`src/hdl/suspend_pkg.sv`:
```
package suspend_pkg;
    // Instruction codes
    localparam logic [7:0] OP_WREN = 8'h06;
    localparam logic [7:0] OP_WRDI = 8'h04;
    localparam logic [7:0] OP_READ = 8'h03;
    localparam logic [7:0] OP_FREAD = 8'h0B;
    localparam logic [7:0] OP_DOREAD = 8'h3B;
    localparam logic [7:0] OP_QOREAD = 8'h6B;
    localparam logic [7:0] OP_DIOREAD = 8'hBB;
    localparam logic [7:0] OP_QIOREAD = 8'hEB;
    localparam logic [7:0] OP_QWREAD = 8'hE7;
    localparam logic [7:0] OP_WRAP = 8'h77;
    localparam logic [7:0] OP_MDID = 8'h90;
    localparam logic [7:0] OP_MDID2 = 8'h92;
    localparam logic [7:0] OP_MDID4 = 8'h94;
    localparam logic [7:0] OP_JEDID = 8'h9F;
    localparam logic [7:0] OP_UNIQ = 8'h4B;
    localparam logic [7:0] OP_WAKE = 8'hAB;
    localparam logic [7:0] OP_SECRD = 8'h48;
    localparam logic [7:0] OP_PTAB = 8'h5A;
    localparam logic [7:0] OP_PP = 8'h02;
    localparam logic [7:0] OP_QPP = 8'h32;
    localparam logic [7:0] OP_RESUME = 8'h7A;
    localparam logic [7:0] OP_SUSPEND = 8'h75;
    localparam logic [7:0] OP_RDSR1 = 8'h05;
    localparam logic [7:0] OP_RDSR2 = 8'h35;
    localparam logic [7:0] OP_RDSR3 = 8'h15;
    localparam logic [7:0] OP_RSTEN = 8'h66;
    localparam logic [7:0] OP_RST = 8'h99;
    localparam logic [7:0] OP_SE = 8'h20;
    localparam logic [7:0] OP_BE32 = 8'h52;
    localparam logic [7:0] OP_BE64 = 8'hD8;
    // Status bit position of the suspend flag
    localparam int SUSPEND_BIT = 15;
    // Address field: 64 KB big block index bits
    localparam int ADDR_W = 24;
    localparam int BIG_LSB = 16;
    // Timing
    localparam int CLK_NS = 25;
    localparam int LATENCY_US = 30;
    localparam int LATENCY_CYC = (LATENCY_US * 1000) / CLK_NS;
    localparam int RESUME_NS = 200;
    localparam int RESUME_CYC = RESUME_NS / CLK_NS;
    localparam int ERASE_CYC_DEF = 8000;
endpackage

```
`src/hdl/erase_suspend_resume_control.sv`:
```
// Operation
// - Suspended: array reads open everywhere, programs refused in big block erased only for exactly 32-bit frames
// - Latency ends: clear latch, set suspend flag
// - Suspend flag shown at status bit 15
// - Resume clears the suspend flag
// - After latency accept array reads, wrap
// - After latency accept ID, security, table reads
// - After latency accept enables and page programs
// - Status reads and resets accepted immediately
// - Resume only when suspended and not busy
// - Resume: flag clears, busy within 200 ns
// - Suspend latency at most 30 us
// - Only sector and block erases suspend
module erase_suspend_resume_control
    import suspend_pkg::*;
#(
    parameter int ERASE_CYC = ERASE_CYC_DEF,
    parameter int LAT_CYC = LATENCY_CYC
)
(
    // Clock and reset
    input wire logic clock,
    input wire logic sys_rst,
    // Serial link
    input wire logic csN,
    input wire logic sclk,
    input wire logic si,
    // Status flags
    output logic writeEnableLatch,
    output logic writeInProgress,
    output logic [15:0] statusWord,
    output logic eraseSuspendedFlag,
    // Accepted and refused instruction reporting
    output logic cmdAccept,
    output logic cmdReject,
    output logic [7:0] cmdCode,
    output logic arrayWrite,
    output logic [ADDR_W-1:0] arrayAddr
);
    // Erase life cycle; suspension lives inside an erase
    typedef enum {IDLE, ERASING, LATENCY, SUSPENDED, RESUMING} state_t;
    state_t state_r, state_nxt;
    // Receiver outputs
    logic opValid, frameDone;
    logic [7:0] opCode;
    logic [ADDR_W-1:0] frameAddr;
    logic [5:0] frameBits;
    logic [31:0] count_r; // Erase progress timer
    logic [31:0] latCount_r; // Suspend latency timer
    logic [7:0] bigBlock_r; // Big block under erase
    logic [7:0] curOp_r; // Opcode of current frame
    logic opOk_r; // Current frame allowed

    // Receiver
    spi_rx rx (
        .clock(clock),
        .sys_rst(sys_rst),
        .csN(csN),
        .sclk(sclk),
        .si(si),
        .opValid(opValid),
        .opCode(opCode),
        .frameDone(frameDone),
        .frameAddr(frameAddr),
        .frameBits(frameBits)
    );

    // Instruction classes
    function automatic logic isLateOp(input logic [7:0] op);
        isLateOp = op == OP_READ || op == OP_FREAD || op == OP_DOREAD
            || op == OP_QOREAD || op == OP_DIOREAD || op == OP_QIOREAD
            || op == OP_QWREAD || op == OP_WRAP
            || op == OP_MDID || op == OP_MDID2 || op == OP_MDID4
            || op == OP_JEDID || op == OP_UNIQ || op == OP_WAKE
            || op == OP_SECRD || op == OP_PTAB
            || op == OP_WREN || op == OP_WRDI || op == OP_PP
            || op == OP_QPP || op == OP_RESUME;
    endfunction
    function automatic logic isAnyTimeOp(input logic [7:0] op);
        isAnyTimeOp = op == OP_RDSR1 || op == OP_RDSR2 || op == OP_RDSR3
            || op == OP_RSTEN || op == OP_RST;
    endfunction

    // Shape and target of the frame now ending
    wire isErase = curOp_r == OP_SE || curOp_r == OP_BE32 || curOp_r == OP_BE64;
    wire isProg = curOp_r == OP_PP || curOp_r == OP_QPP;
    // Exact bit counts; a short frame executes nothing, while a program frame longer than 32 bits still executes
    wire addrFrame = frameBits == 6'h20;
    wire opFrame = frameBits == 6'h08;
    // Address lands in the 64 KB block held by the erase
    wire inBig = frameAddr[ADDR_W-1:BIG_LSB] == bigBlock_r;
    // Early arrival of a late op is refused
    wire earlyOk = isAnyTimeOp(opCode);
    wire suspOk = isAnyTimeOp(opCode) || isLateOp(opCode);
    // Gate chosen by the state at the opcode byte
    wire gateOk = (state_r == SUSPENDED) ? suspOk
                : (state_r == LATENCY) ? earlyOk : 1'b1;
    // Program in big block refused while suspended, if its frame is exactly 32 bits
    wire progHit = state_r == SUSPENDED && isProg && addrFrame && inBig;
    // Latch commands act only as bare opcodes
    wire doWren = frameDone && opOk_r && opFrame && curOp_r == OP_WREN;
    wire doWrdi = frameDone && opOk_r && opFrame && curOp_r == OP_WRDI;
    // Only sector and block erases start a suspendable erase
    wire doErase = frameDone && state_r == IDLE && isErase && addrFrame
        && writeEnableLatch;
    wire doSuspend = frameDone && state_r == ERASING && opFrame && curOp_r == OP_SUSPEND;
    // Resume only with suspend flag set and not busy
    wire doResume = frameDone && opOk_r && opFrame && curOp_r == OP_RESUME
        && eraseSuspendedFlag && !writeInProgress;
    // Program outside the held block needs the latch and a full address
    wire doProg = frameDone && opOk_r && isProg && state_r == SUSPENDED
        && frameBits >= 6'h20 && writeEnableLatch && !progHit;
    // Resume that finds no suspended erase is dropped and reported so
    wire resumeMiss = curOp_r == OP_RESUME
        && !(opFrame && eraseSuspendedFlag && !writeInProgress);
    // Suspend with no erase to interrupt is dropped as well
    wire suspMiss = curOp_r == OP_SUSPEND && !(opFrame && state_r == ERASING);
    // Frames that pass the gate yet do nothing
    wire dropped = progHit || resumeMiss || suspMiss;
    // Own timer, so the latency does not depend on erase progress
    wire latDone = state_r == LATENCY && latCount_r >= LAT_CYC - 1;

    // Next state
    always_comb begin
        state_nxt = state_r;
        case (state_r)
            // Erase starts only with the latch set
            IDLE: if (doErase) state_nxt = ERASING;
            // Erase ends on its own unless suspended first
            ERASING: begin
                if (doSuspend) state_nxt = LATENCY;
                else if (count_r >= ERASE_CYC - 1) state_nxt = IDLE;
            end
            // Only status reads and resets pass meanwhile
            LATENCY: if (latDone) state_nxt = SUSPENDED;
            // Array open outside the held block
            SUSPENDED: if (doResume) state_nxt = RESUMING;
            RESUMING: state_nxt = ERASING;
            default: state_nxt = IDLE;
        endcase
    end

    // State and timers; erase progress kept across suspend
    always_ff @(posedge clock or posedge sys_rst) begin
        if (sys_rst) begin
            state_r <= IDLE;
            count_r <= 32'h0;
            latCount_r <= 32'h0;
            bigBlock_r <= 8'h0;
        end else begin
            state_r <= state_nxt;
            if (doErase) begin
                count_r <= 32'h0;
                bigBlock_r <= frameAddr[ADDR_W-1:BIG_LSB];
            end else if (state_r == ERASING && !doSuspend) begin
                count_r <= count_r + 32'h1;
            end
            // Restarts at every suspend; erase count left untouched
            latCount_r <= (state_r == LATENCY && !latDone) ? latCount_r + 32'h1 : 32'h0;
        end
    end

    // Frame gating captured at the opcode byte
    // Verdict held until the next opcode byte arrives
    always_ff @(posedge clock or posedge sys_rst) begin
        if (sys_rst) begin
            curOp_r <= 8'h0;
            opOk_r <= 1'b0;
        end else if (opValid) begin
            curOp_r <= opCode;
            opOk_r <= gateOk;
        end
    end

    // Status flags
    always_ff @(posedge clock or posedge sys_rst) begin
        if (sys_rst) begin
            writeEnableLatch <= 1'b0;
            writeInProgress <= 1'b0;
            eraseSuspendedFlag <= 1'b0;
        end else begin
            // Clears win over a same-cycle write enable
            if (latDone || doErase || doProg || doWrdi) begin
                writeEnableLatch <= 1'b0;
            end else if (doWren) begin
                writeEnableLatch <= 1'b1;
            end
            // Suspend flag set the cycle the latency ends
            if (latDone) begin
                eraseSuspendedFlag <= 1'b1;
            end else if (doResume) begin
                eraseSuspendedFlag <= 1'b0;
            end
            // Busy again one cycle after resume, well inside 200 ns
            writeInProgress <= state_nxt == ERASING || state_nxt == RESUMING
                || state_nxt == LATENCY;
        end
    end

    // Reporting outputs
    always_ff @(posedge clock or posedge sys_rst) begin
        if (sys_rst) begin
            cmdAccept <= 1'b0;
            cmdReject <= 1'b0;
            cmdCode <= 8'h0;
            arrayWrite <= 1'b0;
            arrayAddr <= '0;
        end else begin
            // Passed the gate and not dropped
            cmdAccept <= frameDone && opOk_r && !dropped;
            // Refused by the gate, or passed it and dropped
            cmdReject <= frameDone && (!opOk_r || dropped);
            cmdCode <= frameDone ? curOp_r : cmdCode;
            // One pulse per program executed during suspension
            arrayWrite <= doProg;
            arrayAddr <= frameDone ? frameAddr : arrayAddr;
        end
    end

    // Status word: suspend at bit 15, latch bit 1, busy bit 0
    assign statusWord = {eraseSuspendedFlag, 13'h0, writeEnableLatch, writeInProgress};
endmodule

```
`src/hdl/spi_rx.sv`:
```
// Serial receiver: sampled link clock, frame with opcode and address
module spi_rx
    import suspend_pkg::*;
(
    // Clock and reset
    input wire logic clock,
    input wire logic sys_rst,
    // Link pins
    input wire logic csN,
    input wire logic sclk,
    input wire logic si,
    // Decoded frame
    output logic opValid,
    output logic [7:0] opCode,
    output logic frameDone,
    output logic [ADDR_W-1:0] frameAddr,
    output logic [5:0] frameBits
);
    // Two-stage synchronisers; stage one feeds only stage two
    logic [1:0] csSync_r, sclkSync_r, siSync_r;
    logic sclkPrev_r, csPrev_r;
    logic [31:0] shift_r;
    logic [5:0] count_r;
    wire csLow = ~csSync_r[1];
    wire rise = sclkSync_r[1] & ~sclkPrev_r & csLow;
    wire [31:0] shiftNxt = {shift_r[30:0], siSync_r[1]};

    // Synchronise pins
    always_ff @(posedge clock or posedge sys_rst) begin
        if (sys_rst) begin
            csSync_r <= 2'h3;
            sclkSync_r <= 2'h3;
            siSync_r <= 2'h0;
        end else begin
            csSync_r <= {csSync_r[0], csN};
            sclkSync_r <= {sclkSync_r[0], sclk};
            siSync_r <= {siSync_r[0], si};
        end
    end

    // Shift bits on rising link edges, restart on chip select high
    always_ff @(posedge clock or posedge sys_rst) begin
        if (sys_rst) begin
            sclkPrev_r <= 1'b1;
            csPrev_r <= 1'b1;
            shift_r <= 32'h0;
            count_r <= 6'h0;
        end else begin
            sclkPrev_r <= sclkSync_r[1];
            csPrev_r <= csLow;
            if (!csLow) begin
                count_r <= 6'h0;
            end else if (rise) begin
                shift_r <= shiftNxt;
                count_r <= (count_r == 6'h3F) ? count_r : count_r + 6'h1;
            end
        end
    end

    // Outputs from flops
    always_ff @(posedge clock or posedge sys_rst) begin
        if (sys_rst) begin
            opValid <= 1'b0;
            opCode <= 8'h0;
            frameDone <= 1'b0;
            frameAddr <= '0;
            frameBits <= 6'h0;
        end else begin
            opValid <= rise && count_r == 6'h7;
            if (rise && count_r == 6'h7) begin
                opCode <= shiftNxt[7:0];
            end
            // Frame end: chip select just rose
            frameDone <= ~csLow & csPrev_r;
            if (~csLow & csPrev_r) begin
                frameAddr <= shift_r[ADDR_W-1:0];
                frameBits <= count_r;
            end
        end
    end
endmodule

```
`config.mk`:
```
export PLATFORM = sky130hd
export DESIGN_NAME = erase_suspend_resume_control
export DESIGN_NICKNAME = d
export VERILOG_FILES = /design/src/hdl/suspend_pkg.sv /design/src/hdl/erase_suspend_resume_control.sv /design/src/hdl/spi_rx.sv
export SDC_FILE = /design/constraint.sdc
export NUM_CORES = 1
export LEC_CHECK = 0
export BUFFER_PORTS_ARGS = -buffer_cell sky130_fd_sc_hd__buf_4
export CAP_MARGIN = 25
export CELL_PAD_IN_SITES_DETAIL_PLACEMENT = 0
export CELL_PAD_IN_SITES_GLOBAL_PLACEMENT = 2
export CORE_AREA = 5 5 156 158
export DETAILED_ROUTE_END_ITERATION = 12
export DIE_AREA = 0 0 161 163
export GPL_ROUTABILITY_DRIVEN = 0
export PLACE_DENSITY_LB_ADDON = 0.25
export SLEW_MARGIN = 20
export SYNTH_ARGS = -nofsm -noshare
export SYNTH_HDL_FRONTEND = slang
export SYNTH_SLANG_ARGS = --single-unit
```
`constraint.sdc`:
```
create_clock -name clock -period 8.51 [get_ports clock]
set_clock_uncertainty 0.2 [all_clocks]
set_input_delay 0.4255 -clock clock [delete_from_list [all_inputs] [get_ports clock]]
set_output_delay 0.4255 -clock clock [all_outputs]
set_load 0.1 [all_outputs]
```
Yosys cells after proc, flatten, opt, wreduce, memory -nomap -nowiden
Cells that the tools add are included.

Flip-flop bits (word level): 229. Latch bits: 0. Bits in writable memories: 0. Memory bits (read-only): 0. Input port bits: 5. Output and inout port bits: 54. Word-level logic and storage cells: 191. Memories: 0.

Add/subtract/negate cells: 3. Multipliers: 0. Divide/modulo/power cells: 0. $lt $le $gt $ge: 3. Eq/ne operators: 51. Shift operators: 0. Muxes and demuxes: 18. Bitwise gates (word level): 5. Reduce and logical (&&, ||, !) cells: 85.

Operators by type and width (count): $mux W32 (8); $pmux W32 S5 (1); $eq A32 B2 Y1 const B (4); $eq A32 B3 Y1 const B (4); $eq A8 B7 Y1 const B (10); $eq A8 B8 Y1 const B (10); $add A32 B1 Y32 const B (2); $logic_not A32 Y1 (2); $eq A8 B3 Y1 const B (5); $eq A8 B6 Y1 const B (5); $logic_or A1 B1 Y1 (36); $logic_and A1 B1 Y1 (33); $eq A32 B1 Y1 const B (1); $eq A32 B4 Y1 const B (1); $ge A32 B11 Y1 const B (1); $ge A32 B13 Y1 const B (1); $eq A8 B2 Y1 const B (3); $mux W6 (3); $eq A6 B6 Y1 const B (2); $eq A8 B4 Y1 const B (1); $eq A8 B5 Y1 const B (1); $eq A8 B8 Y1 (1); $logic_not A1 Y1 (8); $reduce_bool A2 Y1 (4); 9 further kinds (18).

Depth between registers and ports, before layout
Depth in word-level cells: 23. Depth in mapped cells: 9. Depth with buffers taken out: 7.

Cells and area by module
Synthesis repeated with hierarchy kept, for this count alone.

Cells, all modules: 745. Area total of the unflattened synthesis: 9516.6 µm².

Modules (own cells, without submodules): erase_suspend_resume_control (times used 1, cells an instance 560, area an instance 6548.8 µm², sequential area each 3778.6 µm²); spi_rx (times used 1, cells an instance 185, area an instance 2967.8 µm², sequential area each 1959.4 µm²).

Worst setup path after synthesis
OpenSTA, ideal clock, no wires.

Kind: register -> register. Start: register eraseSuspendedFlag. End: register writeInProgress. Setup time: 0.128 ns. Arrival: 2.362 ns. Required time: 8.182 ns. Path slack: 5.820 ns. Stages on the path, launching flop included: 7. Buffers on the path: 0. Clock period less this slack: 2.690 ns. Cell sequence: dfrtp_1 -> inv_1 -> or4b_2 -> nor4_2 -> o31a_1 -> o2111ai_2 -> mux2i_1.

Word-level cells in the longest chain between the ends: 7. Elaborated cells on any way between the ends: 9. Classes of those cells: 3 x eq/ne; 2 x mux; 4 x reduce/logical.

Ends and longest elaborated chain: from (decl) (line erase_suspend_resume_control.sv:32) `output logic eraseSuspendedFlag,`; from (signal assigned) (line erase_suspend_resume_control.sv:180) `eraseSuspendedFlag <= 1'b0;`; from (signal assigned) (line erase_suspend_resume_control.sv:190) `eraseSuspendedFlag <= 1'b1;`; from (signal assigned) (line erase_suspend_resume_control.sv:192) `eraseSuspendedFlag <= 1'b0;`; $logic_and A1 B1 Y1 (*) (2 in series) (line erase_suspend_resume_control.sv:109) `&& eraseSuspendedFlag && !writeInProgress;`; $mux W32 (*) (line erase_suspend_resume_control.sv:137) `SUSPENDED: if (doResume) state_nxt = RESUMING;`; $pmux W32 S5 (*) (line erase_suspend_resume_control.sv:126) `case (state_r)`; via state_nxt[0] (line erase_suspend_resume_control.sv:42) `state_t state_r, state_nxt;`; $eq A32 B2 Y1 / $eq A32 B4 Y1 (equally long branches) (line erase_suspend_resume_control.sv:195) `writeInProgress <= state_nxt == ERASING || state_nxt == RESUMING`; $logic_or A1 B1 Y1 (line erase_suspend_resume_control.sv:195); $logic_or A1 B1 Y1 (*) (line erase_suspend_resume_control.sv:196) `|| state_nxt == LATENCY;`; to (signal assigned) (line erase_suspend_resume_control.sv:195); to (decl) (line erase_suspend_resume_control.sv:30) `output logic writeInProgress,`.

Mark *: on every way through the listed nets, which the timed path passes. The rest lies on a longest branch. A chain may end at the register's enable or synchronous reset.

Worst setup path after layout
Start: register rx.frameBits[0]. End: register count_r[29].

Word-level cells in the longest chain between the ends: 6. Elaborated cells on any way between the ends: 10. Classes of those cells: 2 x eq/ne; 1 x mux; 7 x reduce/logical.

Ends and longest elaborated chain: from (decl) (line spi_rx.sv:17) `output logic [5:0] frameBits`; from (signal assigned) (line spi_rx.sv:77) `frameBits <= count_r;`; $eq A6 B4 Y1 (line erase_suspend_resume_control.sv:89) `wire opFrame = frameBits == 6'h08;`; $logic_and A1 B1 Y1 (2 in series) (line erase_suspend_resume_control.sv:106) `wire doSuspend = frameDone && state_r == ERASING && opFrame && curOp_r == OP_SUSPEND;`; $logic_not A1 Y1 (line erase_suspend_resume_control.sv:155) `end else if (state_r == ERASING && !doSuspend) begin`; $logic_and A1 B1 Y1 (line erase_suspend_resume_control.sv:155); $reduce_bool A2 Y1 (no line); to (signal assigned) (line erase_suspend_resume_control.sv:156) `count_r <= count_r + 32'h1;`; to (decl) (line erase_suspend_resume_control.sv:48) `logic [31:0] count_r;`.

Parallel ways exist; a longest one is shown, timed or not.

==> summary.txt <==
Run status
  – Status: completed

Timing
  – Slew Limit Fails: 0
  – Fin Setup TNS: 0 ns
  – Final setup fails: 0
  – Final hold slack: 0.155 ns
  – Final hold viol count: 0
  – Slew @ Worst Pin: 0.830 ns
  – Relative slew slack: 44.5%
  – RSZ-0062 raised after global routing: false
  – Crit share post-route: 32.6%
  – Maximum clock rate: 361 MHz
  – Fin crit period: 2.77 ns

Setup path
  – Critical-path maximum fanout: 18
  – Req. time, crit path: 8.71 ns
  – CP arrival: 2.98 ns
  – CP Launch Type: flop
  – Setup CP Type: reg -> reg
  – Worst Setup End Kind: flop

Logic synthesis
  – Syn_area_per_cell: 12.5 µm²
  – Cells after Synth: 753
  – Mapped cell area: about 9400 µm²
  – Yosys warns: 0
  – Synth Flop Type: dfrtp_1
  – Unique masters post-synth: 57
  – Post-synth ARST share: 100%
  – EDFF count, synth: 0
  – #FFs+latches synth: 229
  – Sequential area share after synthesis: 60.8%

Clocking
  – CTS Root Cell: clkbuf_16
  – Clk_lat worst skew: 0.52 ns
  – CTS buffer count: 25
  – H-tree Lvls: 1
  – CTS tree: done
  – Post CTS Setup Buffer Count: 0
  – CTS Buffer Depth: 3
  – Clock tree sinks: between 200 and 250
  – Clock transition at the registers of the reported paths: roughly 0.060 ns

Global route
  – Largest net degree at the start of global routing: 150
  – Initial antenna violation count: 0
  – Tot GR Track Use: between 10 and 15%
  – Vias in the first global route: between 6000 and 7000
  – First-pass GRT wire length: a little over 30000 µm
  – Grt total ovfl: 0

Final layout
  – Core Util, Final: ~48%
  – Ant diodes: 0
  – Fin nets: 856
  – Non-filler cells, final: ~1200
  – Syn-to-layout area delta: 17.0%
  – Layout cells sized above 1: 24.6%
  – Finished Cell Area: 11000 µm²
  – # fillers: between 2000 and 2500

Place
  – I/O Buffers: 45
  – Placed Cells: 1107
  – Dpl hpwl: 11500 µm
  – Dpl cell area: 10200 µm²

Pwr
  – Sw Pwr: 0.677 mW
  – Int Pwr: 1.87 mW
  – Clk pwr share: 41.5%
  – PwrDens: between 200 and 250 nW/µm²
  – Comb pwr share: between 10% and 20%
  – Sw frac: between 20% and 30%
  – VDD IR-drop max: approximately 0.00017 V
  – Lkg Pwr: 5.26 nW
  – Share of power burned in registers: between 40% and 50%

Floorplanning
  – DIE WIDTH: 161 µm
  – Initial Utilization: 41.0%
  – Chip height: about 160 µm
  – Core area: roughly 23000 µm²
  – Io pins: 59
  – Die area: around 26000 µm²
  – Row count: 56

Detailed routing
  – Vias per cell: 5.01
  – DRT iter0 DRCs: around 310
  – WL/cell: approximately 15 µm
  – Final antenna-violating net count: 0
  – Vias after detailed routing: 5791
  – Drc violations: 0
  – Drt pass-1 iters: 4
  – DRT Wirelength: ~18000 µm

Min path
  – HP Class: reg -> reg

Flow run
  – Max cap viols: 0
-- stage by stage --
| stage | power [mW] | setup WS [ns] |
|---|---|---|
| 6_report | 2.55 | 5.74 |
| 5_1_grt | 2.66 | 5.50 |
| 4_1_cts | 2.59 | 5.71 |
| 3_5_place_dp | 1.52 | 5.73 |
| 3_3_place_gp | 1.51 | 5.80 |
| 2_1_floorplan | 1.46 | 1.62 |
-- sequential cells by signal, indices dropped and copies added (netlist names), 24 cells and up --
register	flops
state_r	32
count_r	32
latCount_r	32
arrayAddr	24
rx.shift_r	24
rx.frameAddr	24
-- cell usage after synthesis, types with 6 or more instances --
cell,count,area [µm²]
inv_1,15,56.3
nor4_1,23,144
a21oi_1,8,40.0
or3_1,7,43.8
nand4b_1,6,52.6
nor2_1,55,206
nand2_1,59,221
o21ai_0,11,55.1
clkbuf_1,21,78.8
and3_1,8,50.1
nand4_1,27,169
xor2_1,40,350
mux2_2,98,1100
nor3_1,9,45.0
dfstp_2,6,158
dfrtp_1,223,5580
buf_2,8,40.0
buf_4,17,128
nand2b_1,7,43.8
nand3_1,21,105
-- final timing paths --
| kind | slack, ns | end | from | cells after the start |
|---|---|---|---|---|
| max in group asynchronous | 6.51 | arrayAddr[11] | sys_rst | 4 |
| min in group asynchronous | 0.34 | latCount_r[24] | sys_rst | 3 |
| worst min register to register | 0.16 | rx.siSync_r[1] | rx.siSync_r[0] | 0 |
| worst max register to register | 5.74 | count_r[29] | rx.frameBits[0] | 6 |
| worst max-delay path | 5.74 | count_r[29] | rx.frameBits[0] | 6 |
| worst min-delay path | 0.16 | rx.siSync_r[1] | rx.siSync_r[0] | 0 |
-- power by group through the flow --
stage	Combinational [mW]	Clock [mW]	Sequential, mW
after floorplan	0.116	0	1.34
after global placement	0.291	0	1.22
after global routing	0.309	1.14	1.21
final	0.293	1.06	1.20
after CTS	0.297	1.09	1.20
after detailed placement	0.294	0	1.22
-- worst max-delay path, stage by stage (launching register included) --
cell and delay, ns:
dfrtp_1 0.36, or4_1 0.69, nor3b_2 0.27, nor3b_2 0.24, nand3_1 0.51, or4b_1 0.33
nand2_1 0.05
-- routing by layer --
metal | vias to the layer above | global-route usage [%] | wire [µm]
met2 | 79 | 23.1 | 8570
met4 | 0 | 3.37 | 349
met5 | - | 0 | 0
met1 | 2926 | 19.0 | 8230
met3 | 21 | 2.43 | 609
li1 | 2765 | - | -
-- layout make-up --
type                       count  area, µm²  share of cell area, %
sequential                   229       5740                   52.0
multi-input combinational    521       3610                   32.7
clock buffer                  40        752                   6.81
timing repair buffer          56        434                   3.93
tap                          290        363                   3.29
clock inverter                 6       70.1                  0.635
inverter                      15       68.8                  0.623
-- cell usage in the layout (no fill, tap or decap), types with 3 or more instances in the layout --
cell type	instances
dfrtp_1	223
mux2_2	98
conb_1	63
nand2_1	59
nor2_1	54
buf_4	51
xor2_1	40
nand4_1	27
clkbuf_16	25
nor4_1	23
nand3_1	21
inv_1	14
o21ai_0	11
nor3_1	9
and3_1	8
a21oi_1	8
clkbuf_1	8
nand2b_1	7
or3_1	7
clkbuf_8	7
nand4b_1	6
dfstp_2	6
nor2b_1	5
mux2i_1	5
or4b_1	5
a31oi_1	5
nor4_2	4
o211ai_1	4
xnor2_1	4
clkinv_2	4
dlygate4sd3_1	4
nor4_4	3
o41ai_1	3
nor3b_1	3
and4_1	3
and2_1	3
a211oi_1	3
o31ai_1	3
ha_1	3
-- cells by family after synthesis --
group,after synthesis,synth area share [%]
and+or+nand+nor,261,15.6
DFF,229,60.8
muxes,103,12.2
buffers and inverters,65,3.38
AOI/OAI and AO/OA,47,3.40
xor gates and xnor gates,44,4.08
adders and majority gates,3,0.398
other,1,0.0397
-- timing repair --
action	CTS	global route
resized for setup	0	0
setup endpoints to repair	0	0
endpoints found under the hold margin	50	0
hold buffers	4	0
No activity file was read; power rests on OpenSTA's default activity.
